## config.mk

```make
export PLATFORM = sky130hd
export DESIGN_NAME = sfpcs_top
export DESIGN_NICKNAME = d
export VERILOG_FILES = /design/src/core/sfpcs_operand_check.v /design/src/core/sfpcs_top.v
export VERILOG_INCLUDE_DIRS = /design/src /design/src/core
export SDC_FILE = /design/constraint.sdc
export NUM_CORES = 1
export LEC_CHECK = 0
export BUFFER_PORTS_ARGS = -buffer_cell sky130_fd_sc_hd__buf_2
export CELL_PAD_IN_SITES_DETAIL_PLACEMENT = 0
export CELL_PAD_IN_SITES_GLOBAL_PLACEMENT = 2
export CORE_UTILIZATION = 24
export DETAILED_ROUTE_END_ITERATION = 8
export PLACE_DENSITY = 0.9
export SYNTH_ARGS = -nofsm -noshare
export SYNTH_HDL_FRONTEND = slang
export SYNTH_SLANG_ARGS = --single-unit
export TNS_END_PERCENT = 10
```

## constraint.sdc

```tcl
create_clock -name CLK_SYS -period 1.4 [get_ports CLK_SYS]
set_input_delay 0.21 -clock CLK_SYS [delete_from_list [all_inputs] [get_ports CLK_SYS]]
set_output_delay 0.21 -clock CLK_SYS [all_outputs]
set_load 0.01 [all_outputs]
```

## src/core/sfpcs_defs.vh

```
`ifndef SFPCS_DEFS_VH
`define SFPCS_DEFS_VH

// control/status field positions
`define SFPCS_FLAG_LSB 0
`define SFPCS_FLAG_MSB 5
`define SFPCS_ZERO_IN_BIT 6
`define SFPCS_MASK_LSB 7
`define SFPCS_MASK_MSB 12
`define SFPCS_RND_LSB 13
`define SFPCS_RND_MSB 14
`define SFPCS_FLUSH_BIT 15
`define SFPCS_RSVD_LSB 16
`define SFPCS_RSVD_MSB 31

// exception order within flags and masks
`define SFPCS_EXC_INVALID 0
`define SFPCS_EXC_SUBNORM 1
`define SFPCS_EXC_DIVZERO 2
`define SFPCS_EXC_OVERFLOW 3
`define SFPCS_EXC_UNDERFLOW 4
`define SFPCS_EXC_PRECISION 5

// reset value: all masks set, modes off, flags clear
`define SFPCS_RESET_VAL 32'h00001F80

// writable bits with and without the zeroed-input feature
`define SFPCS_WMASK_FULL 32'h0000FFFF
`define SFPCS_WMASK_NOZI 32'h0000FFBF

// rounding modes
`define SFPCS_RND_NEAREST 2'h0
`define SFPCS_RND_DOWN 2'h1
`define SFPCS_RND_UP 2'h2
`define SFPCS_RND_TRUNC 2'h3

// write sources
`define SFPCS_SRC_NONE 2'h0
`define SFPCS_SRC_LOAD 2'h1
`define SFPCS_SRC_RESTORE 2'h2

// alignment sizes in bytes
`define SFPCS_PACKED_ALIGN 16
`define SFPCS_SCALAR_BYTES 4

`endif

```

## src/core/sfpcs_operand_check.v

```verilog
`timescale 1ns/1ps
`default_nettype none
`include "sfpcs_defs.vh"

module sfpcs_operand_check #(
    parameter AW = 32
) (
    input wire [AW-1:0] addr,
    input wire packed_op,
    input wire unaligned_ok,
    input wire zeroed_inputs_on,
    input wire [31:0] src_a,
    input wire [31:0] src_b,
    output reg align_fault,
    output reg [31:0] opnd_a,
    output reg [31:0] opnd_b,
    output reg subnorm_seen
);
    function is_subnormal;
        input [31:0] v;
        begin
            is_subnormal = (v[30:23] == 8'h00) && (v[22:0] != 23'h000000);
        end
    endfunction

    function [31:0] zero_if_subnormal;
        input [31:0] v;
        input en;
        begin
            zero_if_subnormal = (en && is_subnormal(v)) ? {v[31], 31'h00000000} : v;
        end
    endfunction

    always @* begin
        align_fault = packed_op && !unaligned_ok && (addr[3:0] != 4'h0);
        opnd_a = zero_if_subnormal(src_a, zeroed_inputs_on);
        opnd_b = zero_if_subnormal(src_b, zeroed_inputs_on);
        // no subnormal event when inputs are zeroed
        subnorm_seen = !zeroed_inputs_on && (is_subnormal(src_a) || is_subnormal(src_b));
    end
endmodule
`default_nettype wire

```

## src/core/sfpcs_top.v

```verilog
// How it works
// - one 32-bit register: flags, masks, rounding, flush and zeroed-input enables
// - written by load and restore, read by store and save instructions
// - bits 16 to 31 reserved, zero after reset
// - nonzero reserved bits on write give protection fault, no update
// - bits 0 to 5 are sticky exception flags
// - flags clear only when software writes zero via load or restore
// - bits 7 to 12 mask exceptions; set means masked
// - all six masks set after reset
// - unmasking a set flag raises nothing; next detecting instruction does
// - bits 13 and 14 select result rounding
// - flush on with underflow masked: signed zero, set precision and underflow
// - underflow unmasked: flush enable ignored
// - flush enable clear after reset
// - bit 6 set: subnormal inputs become signed zeros before compute
// - zeroed inputs: no subnormal-input flag nor exception
// - zeroed-input enable clear after reset
// - zeroed-input enable applies to single and double precision; here OP_DOUBLE is unused and operands are decoded as 32-bit single only
// - without feature bit 6 reserved, setting faults; save reports writable bits
// - packed operands 16-byte aligned except unaligned move and 4-byte scalar
`timescale 1ns/1ps
`default_nettype none
`include "sfpcs_defs.vh"

module sfpcs_top #(
    parameter HAS_ZERO_IN = 1,
    parameter AW = 32
) (
    input wire CLK_SYS,
    input wire ARST_N,
    input wire LOAD_FP_CONTROL_INSN,
    input wire FULL_STATE_RESTORE_INSN,
    input wire [31:0] WR_DATA,
    input wire STORE_FP_CONTROL_INSN,
    input wire FULL_STATE_SAVE_INSN,
    input wire OP_VALID,
    input wire OP_DOUBLE,
    input wire [5:0] OP_EXC_RAW,
    input wire OP_RESULT_SIGN,
    input wire [AW-1:0] OP_ADDR,
    input wire OP_PACKED_MEM,
    input wire OP_UNALIGNED_MOVE,
    input wire [31:0] OP_SRC_A,
    input wire [31:0] OP_SRC_B,
    output reg [31:0] RD_DATA,
    output reg [31:0] WRITABLE_BITS_MASK,
    output reg RD_VALID,
    output reg PROTECTION_FAULT,
    output reg SIMD_EXCEPTION,
    output reg [5:0] SIMD_EXC_CAUSE,
    output reg FLUSH_RESULT,
    output reg FLUSH_SIGN,
    output reg [31:0] OPND_A,
    output reg [31:0] OPND_B,
    output reg [1:0] ROUND_MODE_FIELD,
    output reg FLUSH_UNDERFLOW_TO_ZERO,
    output reg SUBNORMAL_INPUTS_ZEROED
);
    localparam [31:0] WMASK = (HAS_ZERO_IN != 0) ? `SFPCS_WMASK_FULL : `SFPCS_WMASK_NOZI;

    reg [31:0] csr_q;
    reg [31:0] csr_d;
    reg [1:0] wsrc;
    reg wr_fault;
    reg [5:0] flags_set;
    reg [5:0] unmasked_hit;
    reg flush_now;

    wire [5:0] flags_q = csr_q[`SFPCS_FLAG_MSB:`SFPCS_FLAG_LSB];
    wire [5:0] masks_q = csr_q[`SFPCS_MASK_MSB:`SFPCS_MASK_LSB];
    wire zero_in_q = csr_q[`SFPCS_ZERO_IN_BIT];
    wire flush_q = csr_q[`SFPCS_FLUSH_BIT];
    wire align_fault;
    wire [31:0] opnd_a;
    wire [31:0] opnd_b;
    wire subnorm_seen;

    // zeroed-input handling is precision independent
    sfpcs_operand_check #(
        .AW(AW)
    ) u_check (
        .addr(OP_ADDR),
        .packed_op(OP_PACKED_MEM),
        .unaligned_ok(OP_UNALIGNED_MOVE),
        .zeroed_inputs_on(zero_in_q),
        .src_a(OP_SRC_A),
        .src_b(OP_SRC_B),
        .align_fault(align_fault),
        .opnd_a(opnd_a),
        .opnd_b(opnd_b),
        .subnorm_seen(subnorm_seen)
    );

    always @* begin
        wsrc = LOAD_FP_CONTROL_INSN ? `SFPCS_SRC_LOAD :
               FULL_STATE_RESTORE_INSN ? `SFPCS_SRC_RESTORE : `SFPCS_SRC_NONE;
        wr_fault = (wsrc != `SFPCS_SRC_NONE) && ((WR_DATA & ~WMASK) != 32'h00000000);
        flags_set = 6'h00;
        flush_now = 1'b0;
        if (OP_VALID && !align_fault) begin
            flags_set = OP_EXC_RAW;
            // datapath subnormal report always replaced by the operand check's subnorm_seen
            flags_set[`SFPCS_EXC_SUBNORM] = subnorm_seen;
            // masked underflow with flush enabled; unmasked ignores flush
            if (OP_EXC_RAW[`SFPCS_EXC_UNDERFLOW] && masks_q[`SFPCS_EXC_UNDERFLOW] &&
                    flush_q) begin
                flush_now = 1'b1;
                flags_set[`SFPCS_EXC_PRECISION] = 1'b1;
            end
        end
        // only an instruction's own detection raises an exception
        unmasked_hit = flags_set & ~masks_q;
        csr_d = csr_q;
        if (wsrc != `SFPCS_SRC_NONE && !wr_fault) begin
            csr_d = WR_DATA & WMASK;
        end
        // hardware set wins over a same-cycle write of zero
        csr_d[`SFPCS_FLAG_MSB:`SFPCS_FLAG_LSB] =
            csr_d[`SFPCS_FLAG_MSB:`SFPCS_FLAG_LSB] | flags_set;
        csr_d[`SFPCS_RSVD_MSB:`SFPCS_RSVD_LSB] = 16'h0000;
    end

    always @(posedge CLK_SYS or negedge ARST_N) begin
        if (!ARST_N) begin
            csr_q <= `SFPCS_RESET_VAL;
            RD_DATA <= 32'h00000000;
            WRITABLE_BITS_MASK <= 32'h00000000;
            RD_VALID <= 1'b0;
            PROTECTION_FAULT <= 1'b0;
            SIMD_EXCEPTION <= 1'b0;
            SIMD_EXC_CAUSE <= 6'h00;
            FLUSH_RESULT <= 1'b0;
            FLUSH_SIGN <= 1'b0;
            OPND_A <= 32'h00000000;
            OPND_B <= 32'h00000000;
            ROUND_MODE_FIELD <= `SFPCS_RND_NEAREST;
            FLUSH_UNDERFLOW_TO_ZERO <= 1'b0;
            SUBNORMAL_INPUTS_ZEROED <= 1'b0;
        end else begin
            csr_q <= csr_d;
            RD_VALID <= STORE_FP_CONTROL_INSN || FULL_STATE_SAVE_INSN;
            if (STORE_FP_CONTROL_INSN || FULL_STATE_SAVE_INSN) begin
                RD_DATA <= csr_q;
            end
            if (FULL_STATE_SAVE_INSN) begin
                WRITABLE_BITS_MASK <= WMASK;
            end
            PROTECTION_FAULT <= wr_fault || (OP_VALID && align_fault);
            SIMD_EXCEPTION <= unmasked_hit != 6'h00;
            SIMD_EXC_CAUSE <= unmasked_hit;
            FLUSH_RESULT <= flush_now;
            FLUSH_SIGN <= flush_now && OP_RESULT_SIGN;
            OPND_A <= opnd_a;
            OPND_B <= opnd_b;
            ROUND_MODE_FIELD <= csr_d[`SFPCS_RND_MSB:`SFPCS_RND_LSB];
            FLUSH_UNDERFLOW_TO_ZERO <= csr_d[`SFPCS_FLUSH_BIT];
            SUBNORMAL_INPUTS_ZEROED <= csr_d[`SFPCS_ZERO_IN_BIT];
        end
    end
endmodule
`default_nettype wire

```

== Word-level counts from Yosys, hierarchy flattened ==
Index checks and enable logic that the tools add are counted.

* Register bits: 112
* Bits of input ports: 145
* Output and inout bits: 143

* Multiplexer cells: 9
* Bitwise logic cells: 3
* Reduce and logical (&&, ||, !) cells: 29

{| class="wikitable"
|+ Operators by type and width
! cell !! number
|-
| two-way mux 31 bit || 2
|-
| nonzero test 23 bit || 2
|-
| nonzero test 32 bit || 1
|-
| zero test 8 bit || 2
|-
| two-way mux 16 bit || 1
|-
| logical AND 1 bit || 14
|-
| bitwise AND 6 bit || 1
|-
| two-way mux 6 bit || 1
|-
| NOT 6 bit || 1
|-
| OR 6 bit || 1
|-
| nonzero test 6 bit || 1
|-
| zero test 1 bit || 4
|-
| two-way mux 2 bit || 2
|-
| nonzero test 4 bit || 1
|-
| logical OR 1 bit || 3
|-
| two-way mux 1 bit || 3
|-
| nonzero test 2 bit || 1
|}

== Logic depth before layout (Yosys ltp) ==
* Depth after elaboration: 8
* Gate-level depth with buffers: 6
* Mapped depth without buffers: 5

== Modules after synthesis ==
From an unflattened synthesis, not the netlist that was laid out.

* Cell total of the unflattened synthesis: 332
* Area total of the unflattened synthesis: 4423.0 um2

{| class="wikitable"
|+ By module, submodules not included
! module !! times used !! cells each !! area each (um2) !! seq. area each (um2)
|-
| sfpcs_top || 1 || 235 || 3688.5 || 2710.1
|-
| sfpcs_operand_check || 1 || 97 || 734.5 || 0.0
|}

== Least setup slack after synthesis ==
No wires, ideal clock.

* Path kind: input-to-reg
* Start point: input port WR_DATA[26]
* End point: register csr_q[5]
* Setup time: 0.125 ns
* Arrival time: 1.286 ns
* Path slack: -0.010 ns
* Stages: 6
* Buffers on the path: 1
* Cell sequence: nor4_1 nand4_1 nor2_4 buf_12 mux2i_1 o21ai_2

* Cells in the longest elaborated chain, start to end: 6

{| class="wikitable"
|+ Ends and longest elaborated chain
! item !! RTL line !! text
|-
| from (decl) || sfpcs_top.v:33 || <nowiki>input wire [31:0] WR_DATA,</nowiki>
|-
| nonzero test 32 bit || sfpcs_top.v:97 || <nowiki>wr_fault = (wsrc != `SFPCS_SRC_NONE) && ((WR_DATA & ~WMASK) != 32'h00000000);</nowiki>
|-
| logical AND 1 bit || sfpcs_top.v:97 ||
|-
| zero test 1 bit || sfpcs_top.v:114 || <nowiki>if (wsrc != `SFPCS_SRC_NONE && !wr_fault) begin</nowiki>
|-
| logical AND 1 bit || sfpcs_top.v:114 ||
|-
| two-way mux 16 bit || sfpcs_top.v:114 ||
|-
| OR 6 bit || sfpcs_top.v:119 || <nowiki>csr_d[`SFPCS_FLAG_MSB:`SFPCS_FLAG_LSB] | flags_set;</nowiki>
|-
| via csr_d[5] || sfpcs_top.v:62 || <nowiki>reg [31:0] csr_d;</nowiki>
|-
| to (signal assigned) || sfpcs_top.v:125 || <nowiki>csr_q <= `SFPCS_RESET_VAL;</nowiki>
|-
| to (signal assigned) || sfpcs_top.v:140 || <nowiki>csr_q <= csr_d;</nowiki>
|-
| to (decl) || sfpcs_top.v:61 || <nowiki>reg [31:0] csr_q;</nowiki>
|}

The timed path passes the listed nets, and every way through them passes these cells.
A chain may end at the register's enable or synchronous reset.

== Final worst setup path ==
* Start point: input port WR_DATA[26]
* End point: register csr_q[15]

* Cells in the longest elaborated chain, start to end: 5

{| class="wikitable"
|+ Ends and longest elaborated chain
! item !! RTL line
|-
| nonzero test 32 bit || sfpcs_top.v:97
|-
| logical AND 1 bit || sfpcs_top.v:97
|-
| zero test 1 bit || sfpcs_top.v:114
|-
| logical AND 1 bit || sfpcs_top.v:114
|-
| two-way mux 16 bit || sfpcs_top.v:114
|}

Every way passes these cells.

==> key figures <==
Run status
  – Outcome: finished, final reports clean

Route
  – Met2 WL: 5540 um
  – Final wirelength: 11,100 um
  – Antenna-violating nets left: 0
  – DRT Pass-1 Iters: 4
  – DRC Markers: 0
  – Met1 wire length: 4660 um
  – Via density: 3.92
  – Top sig layer: met4
  – DR WL met3: between 700 and 800 um
  – Vias: 3,137
  – Drt wl/cell: ~14 um
  – Number of DRC markers in iteration 0: around 90

Logic synthesis
  – Number of enable flip-flop cells after synthesis: 0
  – Synth area leader: dfrtp_1
  – Main synth FF type: dfrtp_1
  – Synth cell types: 31
  – Synth Cell Area: 4260 um2
  – Seq cells post-synth: 108
  – Synth top area share: 0.599
  – Synth area leaders: dfrtp_1 60%, buf_4 8.6%, and2_1 6.9%
  – Synthesis Warnings: 0
  – Syn Area/Cell: 12.9 um2
  – Cells after Synth: 330
  – Asr flop ratio synth: 1.00
  – Seq/Total Area, Yosys: 0.636

Worst setup path
  – Reg2reg end: SIMD_EXCEPTION
  – Worst path required time: 1640 ps
  – Worst Path Arrival: 1530 ps
  – Worst Path Max Fanout: 10
  – Worst R2R Start: csr_q[11]
  – CP endpoint kind: register
  – R2R Setup Slk: 270 ps
  – Crit path kind: input port to register
  – CP startpoint kind: input port
  – Reg2Reg Depth: 4

Power
  – Pwr dens: 1070 nW/um2
  – Leak pwr: about 0.0030 uW
  – Maximum VDD drop: 0.516 mV

Global routing
  – Largest net degree at the start of global routing: 41
  – Initial antenna violation count: 0
  – Global Route Usage Sum: 0.124
  – First-pass GRT wire length: ~17,000 um
  – Gr ovfl total: 0
  – Vias in the first global route: 3,228

Placement
  – HPWL Detailed: 8930 um
  – Port bufs: 225
  – Placement Setup Slack: -275 ps
  – Routability cong.: 0.767

STA
  – Total negative slack: 0 ps
  – Crit path time final: 1290 ps
  – Worst Skew: ~11 ps
  – Crit share post-route: 0.924
  – Slew Viols, Final: 0
  – Final hold vios: 0
  – RSZ-0062 raised after global routing: false
  – Max Freq: 773 MHz
  – Setup violators final: 0
  – Post-route setup slack: 107 ps

Hold path
  – Hold Path Class: input port to register
  – Hold path depth: 2
  – Hold_sp: OP_SRC_B[25]
  – Worst Hold Endpoint: OPND_B[25]

Cells and area
  – Area growth, synth to finish: 41.4%
  – Final Net Count: between 700 and 800
  – Filler cells: 1,757
  – Antenna diodes: 0
  – Share of cells above drive strength 1: 0.552

Clock tree
  – Maximum level of the CTS H-tree: 3
  – Root Buffer: clkbuf_16
  – Reg clk slew, reported paths: ~70 ps
  – Clock Latency Late Sink: 350 ps
  – Clk buf depth: 2
  – Clk sinks: roughly 110
  – TritonCTS Buffers: 9
  – CTS tree: done

Floorplan
  – Io pins: 288
  – DIE AREA: 18,300 um2
  – Die W: roughly 140 um
  – Initial Util: 0.246
  – Chip height: 135 um
  – Core Rows: 48
  – CORE AREA: 17,300 um2

Run
  – Max cap viols: 0
## Yosys cell counts, drive strengths merged (4+ instances only)
| master | instances |
|---|---|
| o21ai | 6 |
| inv | 4 |
| dfstp | 6 |
| buf | 52 |
| nand2 | 7 |
| and2 | 47 |
| clkbuf | 20 |
| nand2b | 5 |
| nor4 | 20 |
| dfrtp | 102 |
| mux2 | 26 |
| nor2 | 12 |
| mux2i | 6 |
## how the worst max path moves through the flow
stage,cells after the start,to,startpoint
floorplan,6,csr_q[5],WR_DATA[26]
global placement,7,OPND_A[11],OP_SRC_A[26]
detailed placement,7,OPND_A[2],OP_SRC_A[26]
CTS,1,WRITABLE_BITS_MASK[1],WRITABLE_BITS_MASK[0]
global route,7,csr_q[4],WR_DATA[26]
finish,6,csr_q[15],WR_DATA[26]
## per-layer routing
layer,vias to the layer above,global-route usage
li1,1482,-
met1,1488,0.151
met2,155,0.208
met3,12,0.0340
met4,0,0.0493
met5,-,0
## per-stage QoR
| stage | total power, uW | utilization | instances | hold WS, ps | cell area, um2 |
|---|---|---|---|---|---|
| 2_1_floorplan | 3610 | - | 361 | -85.6 | 4370 |
| 3_5_place_dp | 4000 | 0.325 | 775 | 180 | 5630 |
| 4_1_cts | 6550 | 0.348 | 801 | 48.5 | 6020 |
| 6_report | 6420 | 0.348 | 801 | 71.5 | 6020 |
| 5_1_grt | 6760 | 0.348 | 801 | 54.2 | 6020 |
| 3_3_place_gp | 3980 | 0.325 | 775 | 177 | 5630 |
## critical path, stage by stage
cell and delay (ps):
buf_2 100, nor4_1 300, nand4_1 230, nor2_4 180
buf_12 160, mux2_2 330
## sequential cells by signal, indices dropped and copies added, names as in the netlist
register and count:
csr_q 15, ROUND_MODE_FIELD 1, FLUSH_RESULT 1, PROTECTION_FAULT 1, SIMD_EXC_CAUSE 6, OPND_A 32
RD_DATA 16, FLUSH_SIGN 1, SIMD_EXCEPTION 1, WRITABLE_BITS_MASK 1, OPND_B 32, RD_VALID 1
## final cells by class
cell class	count	area (um2)	area share
Sequential cell	108	2710	0.451
Clock inverter	4	31.3	0.00520
Clock buffer	12	256	0.0426
Timing Repair Buffer	271	1550	0.257
Tap cell	225	282	0.0468
Inverter	4	15.0	0.00249
Multi-Input combinational cell	177	1170	0.195
## cell families after synthesis
family / synth area share
muxes: 0.0864
other: 0.000881
and+or+nand+nor: 0.143
AOI/OAI and AO/OA: 0.0179
buffers and inverters: 0.116
DFF: 0.636
## power breakdown
group / internal [uW] / switching, uW
sequential: 3230 / 31.8
combinational: 327 / 359
clock: 1320 / 1150
## cell usage in the layout (no fill, tap or decap), types with 2 or more instances in the layout
| cell type | netlist | routed |
|---|---|---|
| buf_2 | 2 | 224 |
| dfrtp_1 | 102 | 100 |
| and2_1 | 47 | 47 |
| buf_4 | 49 | 33 |
| conb_1 | 1 | 32 |
| mux2_2 | 22 | 22 |
| nor4_1 | 19 | 19 |
| nor2_1 | 11 | 10 |
| dlygate4sd3_1 | 0 | 10 |
| clkbuf_16 | 0 | 9 |
| nand2_1 | 7 | 7 |
| mux2i_1 | 6 | 6 |
| dfstp_2 | 6 | 6 |
| nand2b_1 | 5 | 5 |
| inv_1 | 4 | 4 |
| o21ai_2 | 4 | 4 |
| mux2_4 | 4 | 4 |
| buf_12 | 1 | 4 |
| nor3_1 | 3 | 3 |
| a31oi_1 | 3 | 3 |
| inv_6 | 0 | 3 |
| dfrtp_2 | 0 | 2 |
| and4_1 | 2 | 2 |
| nand4_1 | 2 | 2 |
| o21ai_0 | 2 | 2 |
| clkbuf_8 | 0 | 2 |
## what timing repair did
action                                 4_1_cts  5_1_grt
pin swaps                                    0        0
endpoints found under the hold margin       29        0
setup buffers                                0        0
hold buffers                                10        0
gates resized for setup                      1        1
setup endpoints to repair                    1       16
No activity file was read; power rests on OpenSTA's default activity.
